<file path="src/verilog/frt_timer_params.svh">
// Constants of the free-running timer: offsets, fields, reset values.
// Assumes inclusion by bare name from the timer design and its bench.
`ifndef FRT_TIMER_PARAMS_SVH
`define FRT_TIMER_PARAMS_SVH

// ==========================================================
// Register offsets (byte registers, 4-bit address)
`define FRT_OFF_CTRL_ONE  4'h0
`define FRT_OFF_CTRL_TWO  4'h1
`define FRT_OFF_STATUS    4'h2
`define FRT_OFF_CAP1_HI   4'h3
`define FRT_OFF_CAP1_LO   4'h4
`define FRT_OFF_COUNT_HI  4'h5
`define FRT_OFF_COUNT_LO  4'h6
`define FRT_OFF_SHADOW_HI 4'h7
`define FRT_OFF_SHADOW_LO 4'h8
`define FRT_OFF_CAP2_HI   4'h9
`define FRT_OFF_CAP2_LO   4'hA

// ==========================================================
// Control register one fields
`define FRT_C1_CAP_IE   7
`define FRT_C1_OVF_IE   5
`define FRT_C1_CAP1_EDG 1
// Control register two fields
`define FRT_C2_PWIDTH   5
`define FRT_C2_ONEPULSE 4
`define FRT_C2_CLK_HI   3
`define FRT_C2_CLK_LO   2
`define FRT_C2_CAP2_EDG 1
`define FRT_C2_EXT_EDG  0
// Status register fields
`define FRT_SR_CAP1 7
`define FRT_SR_CAP2 6
`define FRT_SR_OVF  5

// ==========================================================
// Reset and wrap values
`define FRT_COUNT_RESET 16'hFFFC
`define FRT_COUNT_MAX   16'hFFFF
`define FRT_BYTE_ZERO   8'h00

`endif
</file>
<file path="src/verilog/frt_pkg.sv">
// Types shared by the free-running timer design.
// Assumes nothing beyond a SystemVerilog compiler.
package frt_pkg;
  // ==========================================================
  // Timer clock source selection
  typedef enum logic [1:0] {
    FRT_DIV2 = 2'b00,
    FRT_DIV4 = 2'b01,
    FRT_DIV8 = 2'b10,
    FRT_EXT  = 2'b11
  } frt_clk_sel_t;
endpackage

</file>
<file path="src/verilog/frt_timer.sv">
// 16-bit free-running timer with two input capture channels.
// Assumes a byte register port on ref_clk and asynchronous pins.
//
// Design decisions made here: the plain strobed port and the register offsets.
`include "frt_timer_params.svh"

module frt_timer (
  input wire logic ref_clk,
  input wire logic arst_n,
  input wire logic [3:0] reg_addr,
  input wire logic [7:0] reg_wdata,
  input wire logic reg_wr,
  input wire logic reg_rd,
  output logic [7:0] reg_rdata,
  input wire logic cpu_irq_mask,
  input wire logic halt_mode,
  input wire logic ext_clock_pin,
  input wire logic capture_pin1,
  input wire logic capture_pin2,
  output logic timer_irq
);
  // ==========================================================
  // Declarations
  logic [7:0] control_reg_one;
  logic [7:0] control_reg_two;
  logic [15:0] count_reg;
  logic [15:0] count_next;
  logic [2:0] presc_reg;
  logic [7:0] low_buf_reg;
  logic buf_valid_reg;
  logic overflow_flag;
  logic ovf_armed_reg;
  logic [1:0] capture_flag;
  logic [1:0] cap_armed_reg;
  logic [1:0] cap_lock_reg;
  logic [15:0] capture_value_one;
  logic [15:0] capture_value_two;
  logic [2:0] ext_sync_reg;
  logic [2:0] cap1_sync_reg;
  logic [2:0] cap2_sync_reg;
  logic irq_reg;
  logic tick;
  logic wrap;
  logic count_reload;
  logic main_lo_acc;
  logic [1:0] cap_lo_rd;
  logic [1:0] cap_hi_rd;
  logic [1:0] cap_hit;
  logic status_rd;
  logic pulse_mode;
  frt_pkg::frt_clk_sel_t clk_sel;

  // Active edge of a synchronised pin, rising when sel is one
  function automatic logic edge_hit(input logic prev, input logic cur,
                                    input logic sel);
    edge_hit = sel ? (cur & ~prev) : (prev & ~cur);
  endfunction

  // ==========================================================
  // Pin synchronisers: bit 0 is read only by bit 1
  always_ff @(posedge ref_clk or negedge arst_n) begin
    if (!arst_n) begin
      ext_sync_reg <= 3'h0;
      cap1_sync_reg <= 3'h0;
      cap2_sync_reg <= 3'h0;
    end else begin
      ext_sync_reg <= {ext_sync_reg[1:0], ext_clock_pin};
      cap1_sync_reg <= {cap1_sync_reg[1:0], capture_pin1};
      cap2_sync_reg <= {cap2_sync_reg[1:0], capture_pin2};
    end
  end

  // ==========================================================
  // Access decode
  assign main_lo_acc = (reg_rd | reg_wr) && reg_addr == `FRT_OFF_COUNT_LO;
  assign count_reload = reg_wr && (reg_addr == `FRT_OFF_COUNT_LO ||
                        reg_addr == `FRT_OFF_SHADOW_LO);
  assign status_rd = reg_rd && reg_addr == `FRT_OFF_STATUS;
  assign cap_hi_rd = {reg_rd && reg_addr == `FRT_OFF_CAP2_HI,
                      reg_rd && reg_addr == `FRT_OFF_CAP1_HI};
  // Writes to capture low bytes count as accesses for flag clearing
  assign cap_lo_rd = {(reg_rd | reg_wr) && reg_addr == `FRT_OFF_CAP2_LO,
                      (reg_rd | reg_wr) && reg_addr == `FRT_OFF_CAP1_LO};
  assign clk_sel = frt_pkg::frt_clk_sel_t'(
    control_reg_two[`FRT_C2_CLK_HI:`FRT_C2_CLK_LO]);
  assign pulse_mode = control_reg_two[`FRT_C2_ONEPULSE] |
                      control_reg_two[`FRT_C2_PWIDTH];

  // ==========================================================
  // Control registers, plain read/write
  always_ff @(posedge ref_clk or negedge arst_n) begin
    if (!arst_n) begin
      control_reg_one <= `FRT_BYTE_ZERO;
      control_reg_two <= `FRT_BYTE_ZERO;
    end else if (reg_wr) begin
      if (reg_addr == `FRT_OFF_CTRL_ONE) begin
        control_reg_one <= reg_wdata;
      end
      if (reg_addr == `FRT_OFF_CTRL_TWO) begin
        control_reg_two <= reg_wdata;
      end
    end
  end

  // ==========================================================
  // Tick generation; ref_clk is the CPU clock, so every update sits
  // on one CPU clock edge even for the external source
  always_comb begin
    tick = 1'b0;
    case (clk_sel)
      frt_pkg::FRT_DIV2: tick = presc_reg[0];
      frt_pkg::FRT_DIV4: tick = &presc_reg[1:0];
      frt_pkg::FRT_DIV8: tick = &presc_reg;
      frt_pkg::FRT_EXT: tick = edge_hit(ext_sync_reg[2], ext_sync_reg[1],
                            control_reg_two[`FRT_C2_EXT_EDG]);
      default: tick = 1'b0;
    endcase
    if (halt_mode) begin
      tick = 1'b0;
    end
  end

  // Prescaler; halt freezes it with the counter
  always_ff @(posedge ref_clk or negedge arst_n) begin
    if (!arst_n) begin
      presc_reg <= 3'h0;
    end else if (count_reload) begin
      presc_reg <= 3'h0;
    end else if (!halt_mode) begin
      presc_reg <= presc_reg + 3'h1;
    end
  end

  // ==========================================================
  // Free-running counter; external edges closer than four clocks
  // are still counted but may be missed by the synchroniser
  assign wrap = tick && count_reg == `FRT_COUNT_MAX;
  always_comb begin
    count_next = count_reg;
    if (count_reload) begin
      count_next = `FRT_COUNT_RESET;
    end else if (tick) begin
      count_next = count_reg + 16'h0001;
    end
  end

  always_ff @(posedge ref_clk or negedge arst_n) begin
    if (!arst_n) begin
      count_reg <= `FRT_COUNT_RESET;
    end else begin
      count_reg <= count_next;
    end
  end

  // ==========================================================
  // Low-byte buffer shared by both views
  always_ff @(posedge ref_clk or negedge arst_n) begin
    if (!arst_n) begin
      low_buf_reg <= `FRT_BYTE_ZERO;
      buf_valid_reg <= 1'b0;
    end else if (reg_rd) begin
      if (reg_addr == `FRT_OFF_COUNT_HI ||
          reg_addr == `FRT_OFF_SHADOW_HI) begin
        if (!buf_valid_reg) begin
          low_buf_reg <= count_reg[7:0];
        end
        buf_valid_reg <= 1'b1;
      end else if (reg_addr == `FRT_OFF_COUNT_LO ||
                   reg_addr == `FRT_OFF_SHADOW_LO) begin
        buf_valid_reg <= 1'b0;
      end
    end
  end

  // ==========================================================
  // Overflow flag; a wrap in the clearing cycle wins
  always_ff @(posedge ref_clk or negedge arst_n) begin
    if (!arst_n) begin
      overflow_flag <= 1'b0;
      ovf_armed_reg <= 1'b0;
    end else begin
      if (wrap && !count_reload) begin
        overflow_flag <= 1'b1;
      end else if (main_lo_acc && ovf_armed_reg) begin
        overflow_flag <= 1'b0;
      end
      if (status_rd && overflow_flag) begin
        ovf_armed_reg <= 1'b1;
      end else if (main_lo_acc) begin
        ovf_armed_reg <= 1'b0;
      end
    end
  end

  // ==========================================================
  // Capture triggers; channel one is blocked in either pulse mode, channel two never
  assign cap_hit[0] = edge_hit(cap1_sync_reg[2], cap1_sync_reg[1],
                        control_reg_one[`FRT_C1_CAP1_EDG]) &&
                      !cap_lock_reg[0] && !pulse_mode;
  assign cap_hit[1] = edge_hit(cap2_sync_reg[2], cap2_sync_reg[1],
                        control_reg_two[`FRT_C2_CAP2_EDG]) &&
                      !cap_lock_reg[1];

  // Capture values have no defined reset; zero keeps them known
  always_ff @(posedge ref_clk or negedge arst_n) begin
    if (!arst_n) begin
      capture_value_one <= 16'h0000;
      capture_value_two <= 16'h0000;
    end else begin
      if (cap_hit[0]) begin
        capture_value_one <= count_reg;
      end
      if (cap_hit[1]) begin
        capture_value_two <= count_reg;
      end
    end
  end

  // Flags, clearing arm and high-read lock per channel
  always_ff @(posedge ref_clk or negedge arst_n) begin
    if (!arst_n) begin
      capture_flag <= 2'h0;
      cap_armed_reg <= 2'h0;
      cap_lock_reg <= 2'h0;
    end else begin
      for (int i = 0; i < 2; i++) begin
        if (cap_hit[i]) begin
          capture_flag[i] <= 1'b1;
        end else if (cap_lo_rd[i] && cap_armed_reg[i]) begin
          capture_flag[i] <= 1'b0;
        end
        if (status_rd && capture_flag[i]) begin
          cap_armed_reg[i] <= 1'b1;
        end else if (cap_lo_rd[i]) begin
          cap_armed_reg[i] <= 1'b0;
        end
        if (cap_hi_rd[i]) begin
          cap_lock_reg[i] <= 1'b1;
        end else if (cap_lo_rd[i] && reg_rd) begin
          cap_lock_reg[i] <= 1'b0;
        end
      end
    end
  end

  // ==========================================================
  // Interrupt request; flags hold, so the request stays pending
  always_ff @(posedge ref_clk or negedge arst_n) begin
    if (!arst_n) begin
      irq_reg <= 1'b0;
    end else begin
      irq_reg <= !cpu_irq_mask &&
        ((overflow_flag && control_reg_one[`FRT_C1_OVF_IE]) ||
         ((|capture_flag) && control_reg_one[`FRT_C1_CAP_IE]));
    end
  end
  assign timer_irq = irq_reg;

  // ==========================================================
  // Read data, valid only in the cycle after the strobe
  always_ff @(posedge ref_clk or negedge arst_n) begin
    if (!arst_n) begin
      reg_rdata <= `FRT_BYTE_ZERO;
    end else if (reg_rd) begin
      case (reg_addr)
        `FRT_OFF_CTRL_ONE: reg_rdata <= control_reg_one;
        `FRT_OFF_CTRL_TWO: reg_rdata <= control_reg_two;
        `FRT_OFF_STATUS: reg_rdata <= {capture_flag[0], capture_flag[1],
                                       overflow_flag, 5'h00};
        `FRT_OFF_CAP1_HI: reg_rdata <= capture_value_one[15:8];
        `FRT_OFF_CAP1_LO: reg_rdata <= capture_value_one[7:0];
        `FRT_OFF_CAP2_HI: reg_rdata <= capture_value_two[15:8];
        `FRT_OFF_CAP2_LO: reg_rdata <= capture_value_two[7:0];
        `FRT_OFF_COUNT_HI, `FRT_OFF_SHADOW_HI: begin
          reg_rdata <= count_reg[15:8];
        end
        `FRT_OFF_COUNT_LO, `FRT_OFF_SHADOW_LO: begin
          reg_rdata <= buf_valid_reg ? low_buf_reg
                                     : count_reg[7:0];
        end
        default: reg_rdata <= `FRT_BYTE_ZERO;
      endcase
    end else begin
      reg_rdata <= `FRT_BYTE_ZERO;
    end
  end
endmodule

</file>
<file path="config.mk">
export PLATFORM = sky130hd
export DESIGN_NAME = frt_timer
export DESIGN_NICKNAME = d
export VERILOG_FILES = /design/src/verilog/frt_pkg.sv /design/src/verilog/frt_timer.sv
export VERILOG_INCLUDE_DIRS = /design/src /design/src/verilog
export SDC_FILE = /design/constraint.sdc
export NUM_CORES = 1
export LEC_CHECK = 0
export BUFFER_PORTS_ARGS = -buffer_cell sky130_fd_sc_hd__clkbuf_2
export CORE_ASPECT_RATIO = 1.75
export CORE_MARGIN = 5
export CORE_UTILIZATION = 55
export CTS_CLUSTER_DIAMETER = 40
export DETAILED_ROUTE_END_ITERATION = 6
export GPL_ROUTABILITY_DRIVEN = 0
export PLACE_DENSITY = 0.76
export SYNTH_ARGS = -nofsm -noshare
export SYNTH_HDL_FRONTEND = slang
export SYNTH_SLANG_ARGS = --single-unit
</file>
<file path="constraint.sdc">
create_clock -name ref_clk -period 1.8 [get_ports ref_clk]
set_input_delay 0.54 -clock ref_clk [delete_from_list [all_inputs] [get_ports ref_clk]]
set_output_delay 0.54 -clock ref_clk [all_outputs]
set_load 0.05 [all_outputs]
</file>
== After elaboration in Yosys (flattened, before gate mapping) ==
Cells that the tools add are included.

* $add $sub $neg: 2
* Equality and inequality tests: 15
* Mux-type cells: 30
* Bitwise logic cells: 14
* Reductions and logical operators: 52

{| class="wikitable"
|+ Operators with widths
! kind !! number
|-
| one-hot mux 8 bit (9 select lines) || 1
|-
| 2-to-1 mux 16 bit || 2
|-
| logical AND 1 bit || 23
|-
| 2-to-1 mux 1 bit || 22
|-
| nonzero test 2 bit || 10
|-
| adder 16 x 1 -> 16 bit (second input constant) || 1
|-
| == test 16 bit (second input constant) || 1
|-
| == test 4 x 3 -> 1 bit (second input constant) || 4
|-
| 2-to-1 mux 8 bit || 2
|-
| == test 4 bit (second input constant) || 3
|-
| AND reduction 2 bit || 5
|-
| == test 4 x 2 -> 1 bit (second input constant) || 2
|-
| AND 1 bit || 6
|-
| 2-to-1 mux 3 bit || 2
|-
| inverter 1 bit || 6
|-
| OR reduction 2 bit || 3
|-
| logical NOT 1 bit || 5
|-
| == test 2 bit (second input constant) || 2
|-
| == test 4 x 1 -> 1 bit (second input constant) || 1
|-
| logical NOT 4 bit || 1
|-
| one-hot mux 1 bit (4 select lines) || 1
|-
| adder 3 x 1 -> 3 bit (second input constant) || 1
|-
| logical OR 1 bit || 3
|-
| AND reduction 3 bit || 1
|-
| 4 further kinds || 5
|}

* Bits in registers: 102
* Input bits: 21
* Output and inout port bits: 9
* Logic and storage cells: 134

== Logic depth before layout (Yosys ltp) ==
Gate-level depths: netlist (run 1).

* Depth in word-level cells: 8
* Mapped depth: 7
* Depth with buffers taken out: 6

== Least setup slack after synthesis (run 1) ==
OpenSTA, ideal clock, no wires.

* Kind: flip-flop to flip-flop
* Start: reg presc_reg[0]
* End: reg count_reg[14]
* Setup time: 75 ps
* Arrival: 1,748 ps
* Data required time: 1,725 ps
* Path slack: -24 ps
* Stages on the path, launching flop included: 8
* Buffers on the path: 1
* Period minus slack after synthesis: 1,824 ps
* Path through: dfrtp_1 ha_1 ha_1 mux2i_1 a21o_1 buf_2 nor4_1 mux2i_1

* Cells in the longest elaborated chain, start to end: 4
* Elaborated cells between the ends (all ways): 5
* Classes of those cells: mux: 2; reduce/logical: 3

{| class="wikitable"
|+ RTL lines
! what !! RTL line !! text
|-
| start: declaration || frt_timer.sv:28 || <nowiki>logic [2:0] presc_reg;</nowiki>
|-
| start signal: assignment || frt_timer.sv:130 || <nowiki>presc_reg <= presc_reg + 3'h1;</nowiki>
|-
| AND reduction 3 bit or AND reduction 2 bit (tied branches) || frt_timer.sv:113, frt_timer.sv:112 ||
|-
| one-hot mux 1 bit (4 select lines) * || frt_timer.sv:110 || <nowiki>case (clk_sel)</nowiki>
|-
| 2-to-1 mux 1 bit * || frt_timer.sv:118 || <nowiki>if (halt_mode) begin</nowiki>
|-
| nonzero test 2 bit (no line) * || n/a ||
|-
| end signal: assignment || frt_timer.sv:149 || <nowiki>count_reg <= `FRT_COUNT_RESET;</nowiki>
|-
| end signal: assignment || frt_timer.sv:151 || <nowiki>count_reg <= count_next;</nowiki>
|-
| end: declaration || frt_timer.sv:26 || <nowiki>logic [15:0] count_reg;</nowiki>
|}

Every way passes the cells marked *; elsewhere a longest branch is shown, timed or not.
A chain may end at the register's enable or synchronous reset.

== Worst setup path after layout (run 1) ==
* Start: reg presc_reg[1]
* End: reg count_reg[6]

The elaborated chain is that of the path after synthesis.

==> results of run 1 <==
per-layer routing:
layer / up-vias / GRT usage / wire length [um]
met5: - / 0 / 0
met4: 0 / 0.142 / 612
li1: 1707 / - / -
met2: 89 / 0.418 / 6500
met3: 46 / 0.0439 / 402
met1: 1848 / 0.251 / 4280
area by class of cell:
class | count | area, um^2
flip-flops and latches | 102 | 2570
well taps | 117 | 146
repair buffers | 85 | 668
clock buffers | 11 | 243
clock inverters | 5 | 57.6
multi-input cells | 291 | 2290
fillers | 636 | 2720
inverters | 8 | 30.0
cell families (layout without fill, tap and decap cells):
logic type                 after synthesis  count (layout)
AOI/OAI and AO/OA                       71              71
and+or+nand+nor                        132             132
adders and majority gates                3               3
buffers and inverters                   34             109
DFF                                    102             102
xor gates and xnor gates                 1               1
muxes                                   84              84
worst register-to-register path: cells and delay by family (launching register included):
family / cells / cell delay [ns]
adders and majority gates: 2 / 0.30
AOI/OAI and AO/OA: 2 / 0.48
DFF: 1 / 0.41
muxes: 1 / 0.06
and+or+nand+nor: 1 / 0.31
buffers and inverters: 1 / 0.17
what timing repair did:
| action | in CTS | in global routing |
|---|---|---|
| pin swaps | 3 | 2 |
| setup buffers | 1 | 3 |
| gates resized for setup | 7 | 3 |
| setup endpoints to repair | 12 | 11 |
synth_stat cells (6+ instances only):
master and instances:
sky130_fd_sc_hd__dfrtp_1 88, sky130_fd_sc_hd__mux2_2 68, sky130_fd_sc_hd__nand2_1 31, sky130_fd_sc_hd__nor2_1 21, sky130_fd_sc_hd__nor2b_1 17, sky130_fd_sc_hd__a22o_1 16, sky130_fd_sc_hd__mux2i_1 16, sky130_fd_sc_hd__nand3_1 16
sky130_fd_sc_hd__dfstp_2 14, sky130_fd_sc_hd__a21oi_1 12, sky130_fd_sc_hd__buf_2 11, sky130_fd_sc_hd__nor4_1 10, sky130_fd_sc_hd__a31oi_1 9, sky130_fd_sc_hd__clkbuf_1 8, sky130_fd_sc_hd__o21ai_0 8, sky130_fd_sc_hd__inv_1 7
sky130_fd_sc_hd__nor3_1 6
power by group:
| part | internal (mW) | switching [mW] |
|---|---|---|
| sequential | 3.09 | 0.553 |
| clock | 1.12 | 0.835 |
| combinational | 1.32 | 1.25 |
| total | 5.52 | 2.64 |
stage by stage:
stage	setup TNS, ns	hold WS [ns]
after floorplan	0	0.244
after global placement	-1.85	0.336
after detailed placement	-2.20	0.339
after CTS	-0.000761	0.176
after global routing	-0.209	0.188
final	-0.00395	0.169
path summary, 6_finish.rpt:
path	start	endpoint	slack [ns]	cells past startpoint
max	presc_reg[1]	count_reg[6]	-0.003	7
max reg2reg	presc_reg[1]	count_reg[6]	-0.003	7
min in group ref_clk	ext_clock_pin	ext_sync_reg[0]	0.30	1
min reg2reg	cap2_sync_reg[0]	cap2_sync_reg[1]	0.35	0
min	arst_n	capture_flag[0]	0.17	2
max in group asynchronous	arst_n	control_reg_two[2]	1.27	2
==> qor.txt, run 1 <==
====================================================================================
RSZ-0062 raised after global routing                                            true
1st-pass router iterations                                                         7
Overflow left after global routing                                                 0
Net count after synthesis                                                        451
Mean instance size in the synthesized netlist                              11.6 um^2
TritonCTS clock tree                                                             yes
Post-detailed-route DRC marker count                                               0
DP Area                                                                    5610 um^2
Most common cell after layout, fill and taps aside                      sky130_fd_sc_hd__dfrtp_1
Maximum number of pins on one net before global-route repair                      41
Number of buffers and inverters on the critical path                               1
Number of antenna violations at the first check in global routing                  0
Clock Pin Slew Worst Setup and Hold Paths                                    0.07 ns
Synth Instances                                                                  427
Final worst path period need                                                 1.80 ns
VDD IR max                                                                   1050 uV
Initial standard-cell utilization of the core                                  0.567
Number of flops mapped to enable cells by yosys                                    0
Total track usage                                                              0.236
Kind of cell adding the most delay to the critical path                 compound AO/OA/AOI/OAI gates
Synthesized-area fraction occupied by xor and xnor cells                     0.00177
Via count of the first global-routing pass                                      3982
Multiplexer share of the synthesized area                                      0.187
Global-route wire length before repair                                      19700 um
Failing checks                                                          negative setup slack
Synthesized-area fraction occupied by ao, oa, aoi and oai cells                0.108
Ranking of synthesized cells by area                                    sky130_fd_sc_hd__dfrtp_1, sky130_fd_sc_hd__mux2_2, sky130_fd_sc_hd__dfstp_2
Horiz. Die Dim                                                               81.7 um
Final HPWL DP                                                                8500 um
Placed cell count                                                                599
Post-layout nets                                                                 521
Clock latency on the worst-skew pair                                         0.35 ns
Critical Path Fanout Max                                                          23
Setup slack after placement                                                -0.164 ns
Maximum clock rate                                                           555 MHz
Clk root buf                                                            sky130_fd_sc_hd__clkbuf_16
Row cnt                                                                           45
Number of buffers inserted during clock tree synthesis                             9
Die footprint                                                             11100 um^2
Number of buffers inserted for hold repair after clock tree synthesis              0
Worst-path cell chain                                                   ha_4 > ha_1 > mux2i_1 > a21o_1 > buf_12 > o31a_1 > or3_1
Share of synthesized cell area in and, or, nand and nor gates                  0.144
Library cell occupying the most area in the post-synthesis netlist      sky130_fd_sc_hd__dfrtp_1
Maximum buffer depth of the clock tree                                             2
Vias after detailed routing                                                     3690
Yosys reg bits                                                                   102
Data arrival time at the worst-slack endpoint                                2.07 ns
Number of I/O port buffers                                                        29
Post-synthesis sequential area ratio                                           0.519
Core Area                                                                  8730 um^2
Number of failing setup endpoints in the final timing report                       2
Fraction of the cycle the final worst path needs                                1.00
Most instantiated flip-flop cell in the synthesis netlist               sky130_fd_sc_hd__dfrtp_1
Leak Pwr                                                                     2.48 nW
Critical path startpoint category                                          flip-flop
Number of warnings printed during yosys synthesis                                  0
Number of top-level pins                                                          30
Worst-margin pin slew                                                       0.605 ns
Clk sink count                                                                   102
Post-layout instance area                                                  6000 um^2
Final Total Pwr                                                              8.17 mW
Endpoint kind of the worst setup timing path                               flip-flop
Data required time of the critical path                                      2.07 ns
Slowest stage cell, crit path                                           sky130_fd_sc_hd__dfrtp_1
Asr flop ratio synth                                                            1.00
Final core utilization                                                         0.688
Final routed wire length divided by cell count                               19.1 um
Cell variety after synth                                                          54
Path type of the worst setup path                                       flip-flop to flip-flop
Hold Vio Cnt, Final                                                                0
Share of layout cells above drive strength 1                                   0.394
Cell area after synthesis                                                  4950 um^2
Count of placed standard cells in the final layout, fillers left out             619
Deepest level of the CTS H-tree                                                    3
Area growth, synth to finish                                                   21.3%
Max-Cap Viols                                                                      0
Fraction of synthesized cell area taken by the top area cell type              0.445
Setup Skew                                                                0.00773 ns
Peak per-stage delay on the critical path                                    0.41 ns
Smallest setup slack after layout                                        -0.00319 ns
Adder and majority gate portion of the synthesized area                      0.00759
Combinational family with the most area after synthesis                 multiplexers
Fin. max-slew vios                                                                 0
Die Y                                                                         135 um
Total power density per cell area                                       1360 nW/um^2
Aggregate routed wire length                                                11800 um
Headroom to the max-slew limit                                                 0.594
Worst Hold Class                                                        input port to async pin
Diode insertion count for antenna repair                                           0
Final ANT Viol Nets                                                                0
Most frequent cells in the layout                                       sky130_fd_sc_hd__dfrtp_1, sky130_fd_sc_hd__mux2_2, sky130_fd_sc_hd__buf_4, sky130_fd_sc_hd__nand2_1, sky130_fd_sc_hd__clkbuf_2
Outcome                                                                 finished with violations
Number of vias per cell after detailed routing                                  5.96
Drt first-iter violations                                                        204
====================================================================================
Power figures use the tool's default switching activity.
==> run 2, diff against run 1 <==
--- a/config.mk
+++ b/config.mk
@@ -9,11 +9,11 @@
 export BUFFER_PORTS_ARGS = -buffer_cell sky130_fd_sc_hd__clkbuf_2
 export CORE_ASPECT_RATIO = 1.75
 export CORE_MARGIN = 5
-export CORE_UTILIZATION = 55
+export CORE_UTILIZATION = 64
 export CTS_CLUSTER_DIAMETER = 40
 export DETAILED_ROUTE_END_ITERATION = 6
 export GPL_ROUTABILITY_DRIVEN = 0
-export PLACE_DENSITY = 0.76
+export PLACE_DENSITY = 0.83
 export SYNTH_ARGS = -nofsm -noshare
 export SYNTH_HDL_FRONTEND = slang
 export SYNTH_SLANG_ARGS = --single-unit
==> constraint.sdc (replaced) <==
create_clock -name ref_clk -period 2.3 [get_ports ref_clk]
set_input_delay 0.69 -clock ref_clk [delete_from_list [all_inputs] [get_ports ref_clk]]
set_output_delay 0.69 -clock ref_clk [all_outputs]
set_load 0.05 [all_outputs]
==> run 2 against run 1 <==
Effect of this change:
- sequential share of layout area is 3.0 points higher
- sequential cell count stayed put
- critical path depth decreased by 1
- clock power decreased by 11%
- critical path type unchanged
- the run ends with design-rule violations left
- routed wire length shrank 0.81%
- hold slack better by 0.17 ns
- register-to-register slack better by 0.22 ns
- highest routed layer unchanged
- cell area is 6.5% lower
==> qor.txt, run 2 (synthesized netlist as in run 1, its figures left out) <==
====================================================================================
Final routed wire length divided by cell count                               21.2 um
Most frequent cells in the layout                                       sky130_fd_sc_hd__dfrtp_1, sky130_fd_sc_hd__mux2_2, sky130_fd_sc_hd__nand2_1, sky130_fd_sc_hd__clkbuf_2, sky130_fd_sc_hd__nor2_1
Number of vias per cell after detailed routing                                  6.62
Flop pwr share                                                                 0.470
Met1 track demand over resource in global routing                              0.303
Horiz. Die Dim                                                               76.5 um
Met2 Usage GRT                                                                 0.421
Final ANT Viol Nets                                                                0
Part of the power in the clock network                                         0.277
Failing checks                                                          design-rule violations
Max-Cap Viols                                                                      0
Hold Vio Cnt, Final                                                                0
Clock Pin Slew Worst Setup and Hold Paths                                    0.07 ns
Diode insertion count for antenna repair                                           0
Final HPWL DP                                                                8120 um
Number of buffers inserted during clock tree synthesis                             9
Endpoint kind of the worst setup timing path                               flip-flop
RSZ-0062 raised after global routing                                           false
Clock latency on the worst-skew pair                                         0.34 ns
Number of antenna violations at the first check in global routing                  0
Share of layout cells above drive strength 1                                   0.333
Fin. max-slew vios                                                                 0
Via count of the first global-routing pass                                      3750
Deepest level of the CTS H-tree                                                    3
Outcome                                                                 finished with violations
Fraction of met3 tracks used by global routing                                0.0461
Total power density per cell area                                       1120 nW/um^2
VDD IR max                                                                    649 uV
Placed cell count                                                                537
Most common cell after layout, fill and taps aside                      sky130_fd_sc_hd__dfrtp_1
Critical Path Fanout Max                                                          23
Cell-internal power                                                          4.31 mW
Maximum number of pins on one net before global-route repair                      45
Most congested layer reported by global routing                                 met2
Count of placed standard cells in the final layout, fillers left out             553
Die Y                                                                         126 um
Maximum clock rate                                                           481 MHz
Post-detailed-route DRC marker count                                               7
Post-layout nets                                                                 484
Row cnt                                                                           42
Core Area                                                                  7570 um^2
Total track usage                                                              0.253
Net Sw Frac                                                                    0.314
Portion of total power attributed to combinational logic                       0.253
Critical path startpoint category                                          flip-flop
Leak Pwr                                                                     2.29 nW
Die footprint                                                              9660 um^2
Data arrival time at the worst-slack endpoint                                2.35 ns
Final core utilization                                                         0.742
Path type of the worst setup path                                       flip-flop to flip-flop
1st-pass router iterations                                                         7
Number of buffers inserted for hold repair after clock tree synthesis              0
Vias after detailed routing                                                     3662
Setup Skew                                                                0.00540 ns
Worst Hold Class                                                        input port to async pin
Final worst path period need                                                 2.08 ns
Headroom to the max-slew limit                                                 0.590
Number of top-level pins                                                          30
Initial standard-cell utilization of the core                                  0.654
TritonCTS clock tree                                                             yes
Global-route wire length before repair                                      19200 um
Worst-margin pin slew                                                       0.616 ns
Overflow left after global routing                                                 0
Area growth, synth to finish                                                   13.5%
Data required time of the critical path                                      2.57 ns
Fraction of the cycle the final worst path needs                               0.904
Clk sink count                                                                   102
Clk root buf                                                            sky130_fd_sc_hd__clkbuf_16
Number of failing setup endpoints in the final timing report                       0
Number of I/O port buffers                                                        29
Maximum buffer depth of the clock tree                                             2
Hold slack                                                                  0.339 ns
Power spent charging and discharging nets                                    1.97 mW
Aggregate routed wire length                                                11700 um
Drt first-iter violations                                                        303
====================================================================================
==> run 2: cell types whose count changed in the layout (fill, tap and decap cells not counted), sizes merged <==
cell    before  now
buf         57   20
clkbuf      39   38
clkinv       3    4
bufinv       1    3
inv          9    7
==> run 2: routing by layer <==
layer | part of all wire | vias to the layer above
li1 | - | 1629
met1 | 0.38 | 1864
met2 | 0.52 | 124
met3 | 0.042 | 45
met4 | 0.052 | 0
met5 | 0 | -
==> run 2: path summary, 6_finish.rpt <==
check	slack [ns]	to	depth (start not counted)	from
max	0.22	count_reg[14]	6	presc_reg[0]
min	0.34	cap2_sync_reg[1]	1	arst_n
max reg2reg	0.22	count_reg[14]	6	presc_reg[0]
min reg2reg	0.35	ext_sync_reg[1]	0	ext_sync_reg[0]
max in group asynchronous	1.28	count_reg[3]	2	arst_n
min in group ref_clk	0.35	ext_sync_reg[1]	0	ext_sync_reg[0]
==> run 2: area by class of cell <==
class / count / area (um^2)
fillers: 519 / 1950
inverters: 8 / 30.0
flip-flops and latches: 102 / 2570
multi-input cells: 291 / 2230
clock inverters: 6 / 109
repair buffers: 48 / 328
well taps: 88 / 110
clock buffers: 10 / 239
==> run 2: per-stage QoR <==
stage	TNS, ns	power (mW)	worst slack [ns]	instance area, um^2
floorplan	0	4.00	0.356	4950
global route	0	6.60	0.111	5610
finish	0	6.27	0.220	5610
CTS	0	6.28	0.151	5610
global placement	0	4.40	0.00548	5260
detailed placement	-0.0561	4.51	-0.0484	5260
==> run 2: what timing repair did <==
action | CTS | global route
endpoints found under the setup margin | 2 | 4
gates cloned | 0 | 0
setup buffers | 0 | 0
gates resized for setup | 1 | 1
==> run 2: critical path: stages (launching register included) <==
cell,delay [ns]
sky130_fd_sc_hd__dfrtp_1,0.39
sky130_fd_sc_hd__ha_1,0.23
sky130_fd_sc_hd__ha_1,0.17
sky130_fd_sc_hd__mux2i_1,0.06
sky130_fd_sc_hd__a21o_2,0.36
sky130_fd_sc_hd__nor4_2,0.54
sky130_fd_sc_hd__mux2i_1,0.25
==> run 2: power by group through the flow <==
stage / combinational (mW) / sequential, mW / clock [mW]
finish: 1.59 / 2.95 / 1.74
floorplan: 1.23 / 2.77 / 0
global route: 1.75 / 3.01 / 1.85
global placement: 1.49 / 2.92 / 0
CTS: 1.58 / 2.94 / 1.76
detailed placement: 1.55 / 2.96 / 0
